[src/pfg_pkg.sv]
package pfg_pkg;
  // clock rate and derived tick counts
  localparam int unsigned CLK_HZ          = 100_000_000;
  localparam int unsigned CLK_NS          = 10;
  localparam int unsigned HAMMER_GUARD_MS = 35;
  localparam int unsigned RAIL15_MS_X10   = 15;   // 1.5 ms in tenths
  localparam int unsigned RAIL5_US        = 1;
  localparam int unsigned MOTION_MS       = 8;
  localparam int unsigned LIFT_GUARD_MS   = 50;
  localparam int unsigned CLEAR_MS        = 150;
  localparam int unsigned RAISE_US        = 5000;
  localparam int unsigned CYC_PER_MS      = CLK_HZ / 1000;
  localparam int unsigned HAMMER_GUARD_CYC = HAMMER_GUARD_MS * CYC_PER_MS;
  localparam int unsigned RAIL15_CYC      = RAIL15_MS_X10 * CYC_PER_MS / 10;
  localparam int unsigned RAIL5_CYC       = RAIL5_US * 1000 / CLK_NS;
  localparam int unsigned MOTION_CYC      = MOTION_MS * CYC_PER_MS;
  localparam int unsigned LIFT_GUARD_CYC  = LIFT_GUARD_MS * CYC_PER_MS;
  localparam int unsigned CLEAR_CYC       = CLEAR_MS * CYC_PER_MS;
  localparam int unsigned RAISE_CYC       = RAISE_US * 1000 / CLK_NS;

  localparam int CNT_W = 25;
  localparam int POS_W = 8;
  localparam int DELTA_W = 8;
  localparam logic [2:0] SPEED_MID = 3'h4;
  localparam logic [DELTA_W-1:0] DELTA_ZERO = 8'h00;
  localparam logic [POS_W-1:0]   POS_ZERO   = 8'h00;

  // rail monitor inputs, active high = failing
  typedef struct packed {
    logic p15;
    logic n15;
    logic p5;
  } pfg_rail_t;

  // ribbon lift drive outputs
  typedef struct packed {
    logic raise;
    logic hold;
  } pfg_lift_t;

  typedef enum logic [1:0] {
    PFG_INIT_CLEAR,
    PFG_INIT_SEEK,
    PFG_INIT_RIGHT,
    PFG_INIT_DONE
  } pfg_init_t;
endpackage

[src/pfg_timer.sv]
// loadable down-counter; busy while nonzero, done pulses at expiry
module pfg_timer
  import pfg_pkg::*;
(
  input  wire logic             ref_clk,
  input  wire logic             rstn,
  input  wire logic             load,
  input  wire logic [CNT_W-1:0] count,
  output logic                  busy,
  output logic                  done
);
  logic [CNT_W-1:0] cnt_q;
  logic [CNT_W-1:0] cnt_d;

  // load wins over counting, which gives retriggering
  assign cnt_d = load ? count :
                 (cnt_q != '0) ? cnt_q - CNT_W'(1) : cnt_q;
  assign busy  = (cnt_q != '0);

  // count register and one-cycle expiry flag
  always_ff @(posedge ref_clk or negedge rstn) begin
    if (!rstn) begin
      cnt_q <= '0;
      done  <= 1'b0;
    end else begin
      cnt_q <= cnt_d;
      done  <= !load && (cnt_q == CNT_W'(1));
    end
  end
endmodule

[src/pfg_top.sv]
// What this block does
// - hammer drive conducts while the active-low fire input is low.
// - fire leading edge starts an independent 35 ms guard timer.
// - fire still low at guard expiry cuts drive until pulse ends.
// - lift command asserts the high-current raise output at lift start.
// - hold output stays on for the rest of the print cycle.
// - a protection timer bounds how long lift coils stay energised.
// - 15 V rail fault lasting over 1.5 ms sets the fault latch.
// - fault latch disables carriage servo and drives host fault output.
// - 5 V rail fault lasting over 1 us sets the fault latch.
// - a move command starts the motion timer before any carriage clock.
// - each carriage clock within 8 ms retriggers the motion timer.
// - no carriage clock within the window expires timer, sets fault.
// - while faulted all printer actions stay blocked until restore.
// - restore cannot clear the latch while any rail still fails.
// - power-on reset yields an active-low clear pulse of 150 ms.
// - clear zeroes the carriage delta counter and the absolute wheel counter.
// - homing load via strobes two and three gives mid speed leftward.
// - left-stop signal goes onto the bus while select four active.
// - after left stop the carriage stops, then moves right a detent.
// - index coinciding with phase one zeroes the absolute counter.
// - zeroed absolute counter tracks printwheel clock pulses.
// - absolute counter steps up or down per phase one by direction.
// - carriage clock phase chosen from direction, counts the counter.
module pfg_top
  import pfg_pkg::*;
// tick counts of every guard and filter interval
#(
  parameter int unsigned HAMMER_GUARD_TICKS = HAMMER_GUARD_CYC,
  parameter int unsigned LIFT_GUARD_TICKS   = LIFT_GUARD_CYC,
  parameter int unsigned RAISE_TICKS        = RAISE_CYC,
  parameter int unsigned RAIL15_TICKS       = RAIL15_CYC,
  parameter int unsigned RAIL5_TICKS        = RAIL5_CYC,
  parameter int unsigned MOTION_TICKS       = MOTION_CYC,
  parameter int unsigned CLEAR_TICKS        = CLEAR_CYC
)
(
  input  wire logic               ref_clk,
  input  wire logic               rstn,
  input  wire logic               hammer_fire_n,
  input  wire logic               lift_cmd,
  input  wire logic               print_cycle,
  input  wire pfg_rail_t          rail_fail,
  input  wire logic               move_cmd,
  input  wire logic               clk_x,
  input  wire logic               clk_y,
  input  wire logic               carriage_dir_left,
  input  wire logic               restore_cmd,
  input  wire logic               out_strobe_two,
  input  wire logic               out_strobe_three,
  input  wire logic [DELTA_W-1:0] delta_load,
  input  wire logic               in_select_four,
  input  wire logic               carriage_left_stop,
  input  wire logic               wheel_index,
  input  wire logic               wheel_phase_one,
  input  wire logic               wheel_dir_up,
  output logic                    hammer_drive,
  output pfg_lift_t               lift_drive,
  output logic                    servo_disable,
  output logic                    fault_out,
  output logic                    init_clear_pulse_n,
  output logic [DELTA_W-1:0]      carriage_delta,
  output logic [2:0]              carriage_speed,
  output logic                    carriage_left,
  output logic                    carriage_speed_mid,
  output logic                    io_left_limit,
  output logic [POS_W-1:0]        wheel_abs_pos,
  output logic                    wheel_pos_valid,
  output logic                    init_done
);
  // two-stage synchronisers for 14 pin inputs; strobes, select four, restore and delta load bypass them
  localparam int NSYNC = 14;
  logic [NSYNC-1:0] pin_raw;
  logic [NSYNC-1:0] sync1_q;
  logic [NSYNC-1:0] sync2_q;
  // reset to each pin's idle level; fire idles high, so no false edge
  localparam logic [NSYNC-1:0] SYNC_IDLE = {1'b1, {(NSYNC-1){1'b0}}};
  assign pin_raw = {hammer_fire_n, lift_cmd, print_cycle, rail_fail.p15,
                    rail_fail.n15, rail_fail.p5, clk_x, clk_y,
                    carriage_left_stop, wheel_index, wheel_phase_one,
                    wheel_dir_up, carriage_dir_left, move_cmd};
  generate
    for (genvar i = 0; i < NSYNC; i++) begin : g_sync
      always_ff @(posedge ref_clk or negedge rstn) begin
        if (!rstn) begin
          sync1_q[i] <= SYNC_IDLE[i];
          sync2_q[i] <= SYNC_IDLE[i];
        end else begin
          sync1_q[i] <= pin_raw[i];
          sync2_q[i] <= sync1_q[i];
        end
      end
    end
  endgenerate

  logic fire_s, lift_s, cyc_s, f15p_s, f15n_s, f5_s, cx_s, cy_s;
  logic lstop_s, idx_s, ph1_s, wup_s, cdir_s, move_s;
  assign {fire_s, lift_s, cyc_s, f15p_s, f15n_s, f5_s, cx_s, cy_s,
          lstop_s, idx_s, ph1_s, wup_s, cdir_s, move_s} = sync2_q;
  logic fire_on;
  assign fire_on = !fire_s; // fire is active low

  // edge history
  logic fire_on_q, lift_q, ph1_q, cclk_q;
  logic fault_q, rail_any;

  // hammer: edge loads guard, drive gated after guard expiry
  logic hammer_edge, hammer_guard_busy, hammer_guard_done, hammer_cut_q;
  assign hammer_edge = fire_on && !fire_on_q;
  pfg_timer u_hammer_guard (
    .ref_clk (ref_clk),
    .rstn    (rstn),
    .load    (hammer_edge),
    .count   (CNT_W'(HAMMER_GUARD_TICKS)),
    .busy    (hammer_guard_busy),
    .done    (hammer_guard_done)
  );

  // ribbon lift: raise at start, hold for cycle, guard bounds both
  logic lift_edge, lift_active_q, lift_guard_busy, lift_guard_done;
  logic raise_busy;
  assign lift_edge = lift_s && !lift_q && cyc_s && !fault_q;
  pfg_timer u_lift_guard (
    .ref_clk (ref_clk),
    .rstn    (rstn),
    .load    (lift_edge),
    .count   (CNT_W'(LIFT_GUARD_TICKS)),
    .busy    (lift_guard_busy),
    .done    (lift_guard_done)
  );
  pfg_timer u_raise (
    .ref_clk (ref_clk),
    .rstn    (rstn),
    .load    (lift_edge),
    .count   (CNT_W'(RAISE_TICKS)),
    .busy    (raise_busy),
    .done    ()
  );

  // rail persistence filters
  logic r15_busy, r15_done, r5_busy, r5_done, r15_any;
  assign r15_any  = f15p_s || f15n_s;
  assign rail_any = r15_any || f5_s;
  pfg_timer u_rail15 (
    .ref_clk (ref_clk),
    .rstn    (rstn),
    .load    (!r15_any),
    .count   (CNT_W'(RAIL15_TICKS)),
    .busy    (r15_busy),
    .done    (r15_done)
  );
  pfg_timer u_rail5 (
    .ref_clk (ref_clk),
    .rstn    (rstn),
    .load    (!f5_s),
    .count   (CNT_W'(RAIL5_TICKS)),
    .busy    (r5_busy),
    .done    (r5_done)
  );

  // carriage clock with direction-dependent phase
  logic cclk, cclk_pulse, arm_q, mot_busy, mot_done;
  assign cclk       = cdir_s ? (cx_s && !cy_s) : (cy_s && !cx_s);
  assign cclk_pulse = cclk && !cclk_q;
  pfg_timer u_motion (
    .ref_clk (ref_clk),
    .rstn    (rstn),
    .load    (cclk_pulse || (move_s && !arm_q && !mot_busy)),
    .count   (CNT_W'(MOTION_TICKS)),
    .busy    (mot_busy),
    .done    (mot_done)
  );

  // fault latch set and clear conditions
  logic fault_set, fault_clr;
  assign fault_set = r15_done || r5_done || (mot_done && arm_q);
  assign fault_clr = restore_cmd && !rail_any;

  // power-on clear pulse
  logic clr_busy, clr_start_q;
  pfg_timer u_clear (
    .ref_clk (ref_clk),
    .rstn    (rstn),
    .load    (clr_start_q),
    .count   (CNT_W'(CLEAR_TICKS)),
    .busy    (clr_busy),
    .done    ()
  );
  logic clearing;
  assign clearing = clr_start_q || clr_busy;

  // init sequence and wheel counters
  pfg_init_t  init_q, init_d;
  logic       strobe_load, ph1_edge, wheel_zero;
  assign strobe_load = out_strobe_two && out_strobe_three && !fault_q;
  assign ph1_edge    = ph1_s && !ph1_q;
  assign wheel_zero  = ph1_edge && idx_s;

  always_comb begin
    init_d = init_q;
    case (init_q)
      PFG_INIT_CLEAR: if (!clearing) init_d = PFG_INIT_SEEK;
      PFG_INIT_SEEK:  if (lstop_s) init_d = PFG_INIT_RIGHT;
      PFG_INIT_RIGHT: if (strobe_load)
                        init_d = PFG_INIT_DONE;
      PFG_INIT_DONE:  init_d = PFG_INIT_DONE;
      default:        init_d = PFG_INIT_CLEAR;
    endcase
  end

  // direction of the last delta load; only a load in seek runs leftward
  logic carriage_left_q;

  // edge histories, fault latch and lift state
  always_ff @(posedge ref_clk or negedge rstn) begin
    if (!rstn) begin
      fire_on_q     <= 1'b0;
      lift_q        <= 1'b0;
      ph1_q         <= 1'b0;
      cclk_q        <= 1'b0;
      clr_start_q   <= 1'b1;
      fault_q       <= 1'b0;
      arm_q         <= 1'b0;
      hammer_cut_q  <= 1'b0;
      lift_active_q <= 1'b0;
    end else begin
      fire_on_q   <= fire_on;
      lift_q      <= lift_s;
      ph1_q       <= ph1_s;
      cclk_q      <= cclk;
      clr_start_q <= 1'b0;
      if (fault_set)
        fault_q <= 1'b1; // set wins over restore
      else if (fault_clr)
        fault_q <= 1'b0;
      // motion watch armed by a move, dropped when the move command ends
      if (move_s && !fault_q)
        arm_q <= 1'b1;
      else if (!move_s || mot_done)
        arm_q <= 1'b0;
      if (!fire_on)
        hammer_cut_q <= 1'b0;
      else if (hammer_guard_done)
        hammer_cut_q <= 1'b1;
      if (lift_edge)
        lift_active_q <= 1'b1;
      else if (!cyc_s || lift_guard_done || fault_q)
        lift_active_q <= 1'b0;
    end
  end

  // carriage delta counter, init state and wheel position
  always_ff @(posedge ref_clk or negedge rstn) begin
    if (!rstn) begin
      init_q          <= PFG_INIT_CLEAR;
      carriage_delta  <= DELTA_ZERO;
      carriage_speed  <= '0;
      carriage_left_q <= 1'b0;
      wheel_abs_pos   <= POS_ZERO;
      wheel_pos_valid <= 1'b0;
    end else begin
      init_q <= init_d;
      if (clearing) begin
        carriage_delta  <= DELTA_ZERO;
        carriage_speed  <= '0;
        wheel_abs_pos   <= POS_ZERO;
        wheel_pos_valid <= 1'b0;
      end else begin
        if (strobe_load) begin
          carriage_delta  <= delta_load;
          carriage_speed  <= SPEED_MID;
          carriage_left_q <= (init_q == PFG_INIT_SEEK);
        end else if (init_q == PFG_INIT_SEEK && lstop_s) begin
          carriage_delta <= DELTA_ZERO;
          carriage_speed <= '0;
        end else if (cclk_pulse && carriage_delta != DELTA_ZERO) begin
          carriage_delta <= carriage_delta - DELTA_W'(1);
          if (carriage_delta == DELTA_W'(1))
            carriage_speed <= '0;
        end
        if (wheel_zero) begin
          wheel_abs_pos   <= POS_ZERO;
          wheel_pos_valid <= 1'b1;
        end else if (ph1_edge && wheel_pos_valid) begin
          wheel_abs_pos <= wup_s ? wheel_abs_pos + POS_W'(1)
                                 : wheel_abs_pos - POS_W'(1);
        end
      end
    end
  end

  // drive outputs; hammer blocked while faulted or clearing, lift dropped once faulted
  assign hammer_drive = fire_on && !hammer_cut_q && !fault_q
                        && !clearing;
  assign lift_drive.raise = lift_active_q && raise_busy;
  assign lift_drive.hold  = lift_active_q && !raise_busy;
  assign servo_disable = fault_q;
  assign fault_out     = fault_q;
  assign init_clear_pulse_n = !clearing;
  assign carriage_left      = carriage_left_q;
  assign carriage_speed_mid = (carriage_speed == SPEED_MID);
  assign io_left_limit = in_select_four && lstop_s;
  assign init_done     = (init_q == PFG_INIT_DONE);
endmodule

[config.mk]
export PLATFORM = sky130hd
export DESIGN_NAME = pfg_top
export DESIGN_NICKNAME = d
export VERILOG_FILES = /design/src/pfg_pkg.sv /design/src/pfg_timer.sv /design/src/pfg_top.sv
export SDC_FILE = /design/constraint.sdc
export NUM_CORES = 1
export LEC_CHECK = 0
export BUFFER_PORTS_ARGS = -buffer_cell sky130_fd_sc_hd__buf_2
export CORE_MARGIN = 2
export CORE_UTILIZATION = 60
export DETAILED_ROUTE_END_ITERATION = 8
export GPL_TIMING_DRIVEN = 0
export PLACE_DENSITY_LB_ADDON = 0.3
export SLEW_MARGIN = 0
export SYNTH_ARGS = -nofsm -noshare
export SYNTH_HDL_FRONTEND = slang
export SYNTH_SLANG_ARGS = --single-unit
export TNS_END_PERCENT = 1
[constraint.sdc]
create_clock -name ref_clk -period 3.3 [get_ports ref_clk]
set_input_delay 0.33 -clock ref_clk [delete_from_list [all_inputs] [get_ports ref_clk]]
set_output_delay 0.33 -clock ref_clk [all_outputs]
set_load 0.05 [all_outputs]
==> impl_metrics.env <==
export IMPL_part_of_the_cycle_the_worst_path_needs_pct=97.9
export IMPL_worstSetupStartpointType="flip-flop"
export IMPL_synth_ff_latch_count=238
export IMPL_rsz0062_at_grt="true"
export IMPL_timing_critical_path_cells="or2_2, or4_1, buf_2, or3_1, clkbuf_2, clkbuf_8, nor4_4, buf_6"
export IMPL_initial_antenna_violation_count=0
export IMPL_worstReg2RegStart="u_motion.cnt_q[13]"
export IMPL_yosysTopAreaCell="sky130_fd_sc_hd__dfrtp_1"
export IMPL_cts_buffers_inserted=26
export IMPL_die_height_um=147
export IMPL_crit_path_top_delay_cell="sky130_fd_sc_hd__dfrtp_1"
export IMPL_ys_async_sr_fraction_pct=100
export IMPL_setup_viol=0
export IMPL_hold_start="delta_load[5]"
export IMPL_finalHoldWorstSlack_ns=0.0820
export IMPL_synthesis_area_per_instance_um2=9.82
export IMPL_detail_route_iter0_violations=832
export IMPL_slowest_delay_ns=0.41
export IMPL_syn_cell_area_um2=12300
export IMPL_status="finished, final reports clean"
export IMPL_vdd_drop_max_mv=0.499
export IMPL_worst_setup_path_class="reg2out"
export IMPL_fin_skew_ns=0.0112
export IMPL_finalWeightedCongestion=0.844
export IMPL_routed_via_density=6.24
export IMPL_synth_lib_cells_used_distinct=68
export IMPL_ff2ff_path_depth=6
export IMPL_die_area_um2=21700
export IMPL_detailedPlacementHpwl_mm=18.3
export IMPL_largest_net_degree_at_the_start_of_global_routing=122
export IMPL_hold_path_depth=2
export IMPL_layout_drive_gt1_share_pct=12.9
export IMPL_ys_dominant_reg_cell="sky130_fd_sc_hd__dfrtp_1"
export IMPL_min_delay_worst_endpoint="carriage_delta[5]"
export IMPL_seq_area_frac_synth_pct=48.3
export IMPL_timing_final_max_slew_violations=0
export IMPL_die_width_um=147
export IMPL_core_region_area_um2=20200
export IMPL_fmax_mhz=309
export IMPL_slew_limit_headroom_pct=35.7
export IMPL_finish_utilization_pct=70.4
export IMPL_grt_pass1_vias=10100
export IMPL_initial_util_pct=61.1
export IMPL_synth_warnings=0
export IMPL_floorplan_rows=52
export IMPL_cts_root_buffer_cell="sky130_fd_sc_hd__clkbuf_16"
export IMPL_post_synth_top_area_fraction_pct=47.7
export IMPL_drc_errors=0
export IMPL_routed_via_count=10300
export IMPL_pwr_density_cell_nw_per_um2=561
export IMPL_cp_max_fo=10
export IMPL_critical_path_arrival_ns=2.90
export IMPL_globalRoute_totalOverflow=0
export IMPL_worst_setup_path_end_kind="primary output"
export IMPL_routed_wl_mm=28.2
export IMPL_critical_path_reg2reg_endpoint="u_motion.cnt_q[3]"
export IMPL_min_period_ns=3.23
export IMPL_leakage_power_nw=5.66
export IMPL_hold_viol=0
export IMPL_postSynthCellCount=1256
export IMPL_max_clock_path_buffers=3
export IMPL_grt_usage_pct=26.6
export IMPL_h_tree_depth=1
export IMPL_synth_area_leaders="sky130_fd_sc_hd__dfrtp_1, sky130_fd_sc_hd__or4_1, sky130_fd_sc_hd__or3_1"
export IMPL_synth_edf_count=0
export IMPL_drtAntennaViolNets=0
export IMPL_area_growth_synth_to_final_pct=15.2
export IMPL_r2r_setup_slack_ns=0.30
export IMPL_port_buffers=55
export IMPL_grt_pass1_wl_mm=48.7
export IMPL_worst_setup_hold_path_clk_slew_ns=0.06
export IMPL_max_cap_viol_count=0
export IMPL_detailedRoute_firstPassIterationCount=7
export IMPL_count_of_antenna_diodes_in_the_layout=0
export IMPL_clock_insertion_delay_worst_skew_ns=0.53
export IMPL_cts_num_sinks=238
export IMPL_detail_route_wl_per_cell_um=17.1
export IMPL_timing_hold_worst_class="in2reg"
export IMPL_tritoncts="built"
export IMPL_boundaryPins=58
export IMPL_worstMarginPinSlew_ns=0.956
export IMPL_worstPathRequired_ns=2.97
export IMPL_design_final_nets=1414
[metrics by stage]
step / instance area [um2] / cells / setup TNS (ns) / power, mW / setup WS, ns
finish: 14200 / 1647 / 0 / 7.96 / 0.0688
global placement: 13000 / 1583 / -523.90 / 4.68 / -2.25
global route: 14200 / 1647 / -0.0847 / 8.36 / -0.0542
floorplan: 12300 / 1258 / 0 / 4.37 / 0.200
detailed placement: 13000 / 1584 / -0.0142 / 4.74 / -0.0142
CTS: 14100 / 1647 / 0 / 7.98 / 0.0123
[sequential cells by signal, indices dropped and copies added (netlist names), 2 cells and up]
signal and flops:
carriage_delta 8, init_q 2, sync1_q 14, u_clear.cnt_q 25
u_hammer_guard.cnt_q 25, u_lift_guard.cnt_q 25, u_motion.cnt_q 25, u_rail15.cnt_q 25
u_rail5.cnt_q 25, u_raise.cnt_q 25, wheel_abs_pos 8
[cell usage in the layout (no fill, tap or decap), types with 38 or more instances in the layout]
cell	count
sky130_fd_sc_hd__dfrtp_1	235
sky130_fd_sc_hd__nor2_1	97
sky130_fd_sc_hd__a21oi_1	70
sky130_fd_sc_hd__nand2_1	65
sky130_fd_sc_hd__or3_1	61
sky130_fd_sc_hd__o21ai_0	60
sky130_fd_sc_hd__buf_2	58
sky130_fd_sc_hd__or4_1	51
sky130_fd_sc_hd__nor4_1	51
sky130_fd_sc_hd__nor3_1	43
sky130_fd_sc_hd__nand3_1	41
sky130_fd_sc_hd__clkbuf_1	38
[area by class of cell]
type	count	area (um2)
timing repair buffer	72	479
sequential	238	5960
clock buffer	35	756
tap	270	338
multi-input combinational	933	6090
fill	1498	5970
inverter	34	128
clock inverter	12	193
buffer	53	255
[power by group]
| group | switching (mW) | internal [mW] | leakage [nW] |
|---|---|---|---|
| logic | 0.757 | 0.497 | 2.28 |
| clock network | 1.19 | 1.99 | 0.471 |
| registers | 0.330 | 3.20 | 2.91 |
[synthesized netlist by cell type, types with 22 or more instances]
master                     instances
sky130_fd_sc_hd__clkbuf_1         38
sky130_fd_sc_hd__nor2_1           97
sky130_fd_sc_hd__xor2_1           33
sky130_fd_sc_hd__dfrtp_1         235
sky130_fd_sc_hd__or3_1            61
sky130_fd_sc_hd__nand4_1          22
sky130_fd_sc_hd__nand2_1          65
sky130_fd_sc_hd__nand3_1          42
sky130_fd_sc_hd__o31ai_1          30
sky130_fd_sc_hd__nand2b_1         24
sky130_fd_sc_hd__o21ai_0          60
sky130_fd_sc_hd__nor4_1           55
sky130_fd_sc_hd__a21oi_1          70
sky130_fd_sc_hd__or4_1            52
sky130_fd_sc_hd__nor3_1           44
sky130_fd_sc_hd__ha_1             27
sky130_fd_sc_hd__xnor2_1          26
sky130_fd_sc_hd__inv_1            34
[layer usage]
metal  wire, um  global-route usage (%)  up-vias
li1           -                       -     4903
met1      12400                    36.7     5042
met2      13700                    44.4      289
met3       1400                    3.76       50
met4        698                    7.74        0
met5          0                       0        -
[worst max path at each step]
stage                              end  cells after the start         startpoint
global placement    u_rail15.cnt_q[14]                      1               rstn
finish                    hammer_drive                      8  u_clear.cnt_q[15]
floorplan                 hammer_drive                      6   u_clear.cnt_q[5]
detailed placement        hammer_drive                      7   u_clear.cnt_q[3]
CTS                       hammer_drive                      8  u_clear.cnt_q[15]
global route              hammer_drive                      8  u_clear.cnt_q[15]
[kinds of logic (layout without fill, tap and decap cells)]
family                   count (synthesis)  after routing  synth area share [%]
AND/OR/NAND/NOR                        573            573                  26.9
AO/OA/AOI/OAI                          254            254                  13.4
flip-flops                             238            238                  48.3
buffers and inverters                   87            206                  2.95
XOR/XNOR                                59             59                  4.19
adder cells (fa/ha/maj)                 28             28                  2.90
multiplexers                            16             16                  1.30
other                                    1              3                0.0304
[timing repair]
action / in CTS / in global routing
endpoints found under the hold margin: 134 / 0
hold buffers: 15 / 0
setup buffers: 1 / 0
resized for setup: 12 / 10
pin swaps: 1 / 1
setup endpoints to repair: 4 / 17
[critical path, delay by kind of cell (launching register included)]
| kind | cells | cell delay [ns] |
|---|---|---|
| buffers and inverters | 4 | 0.76 |
| DFF | 1 | 0.41 |
| and+or+nand+nor | 4 | 1.18 |
Power figures use the tool's default switching activity.
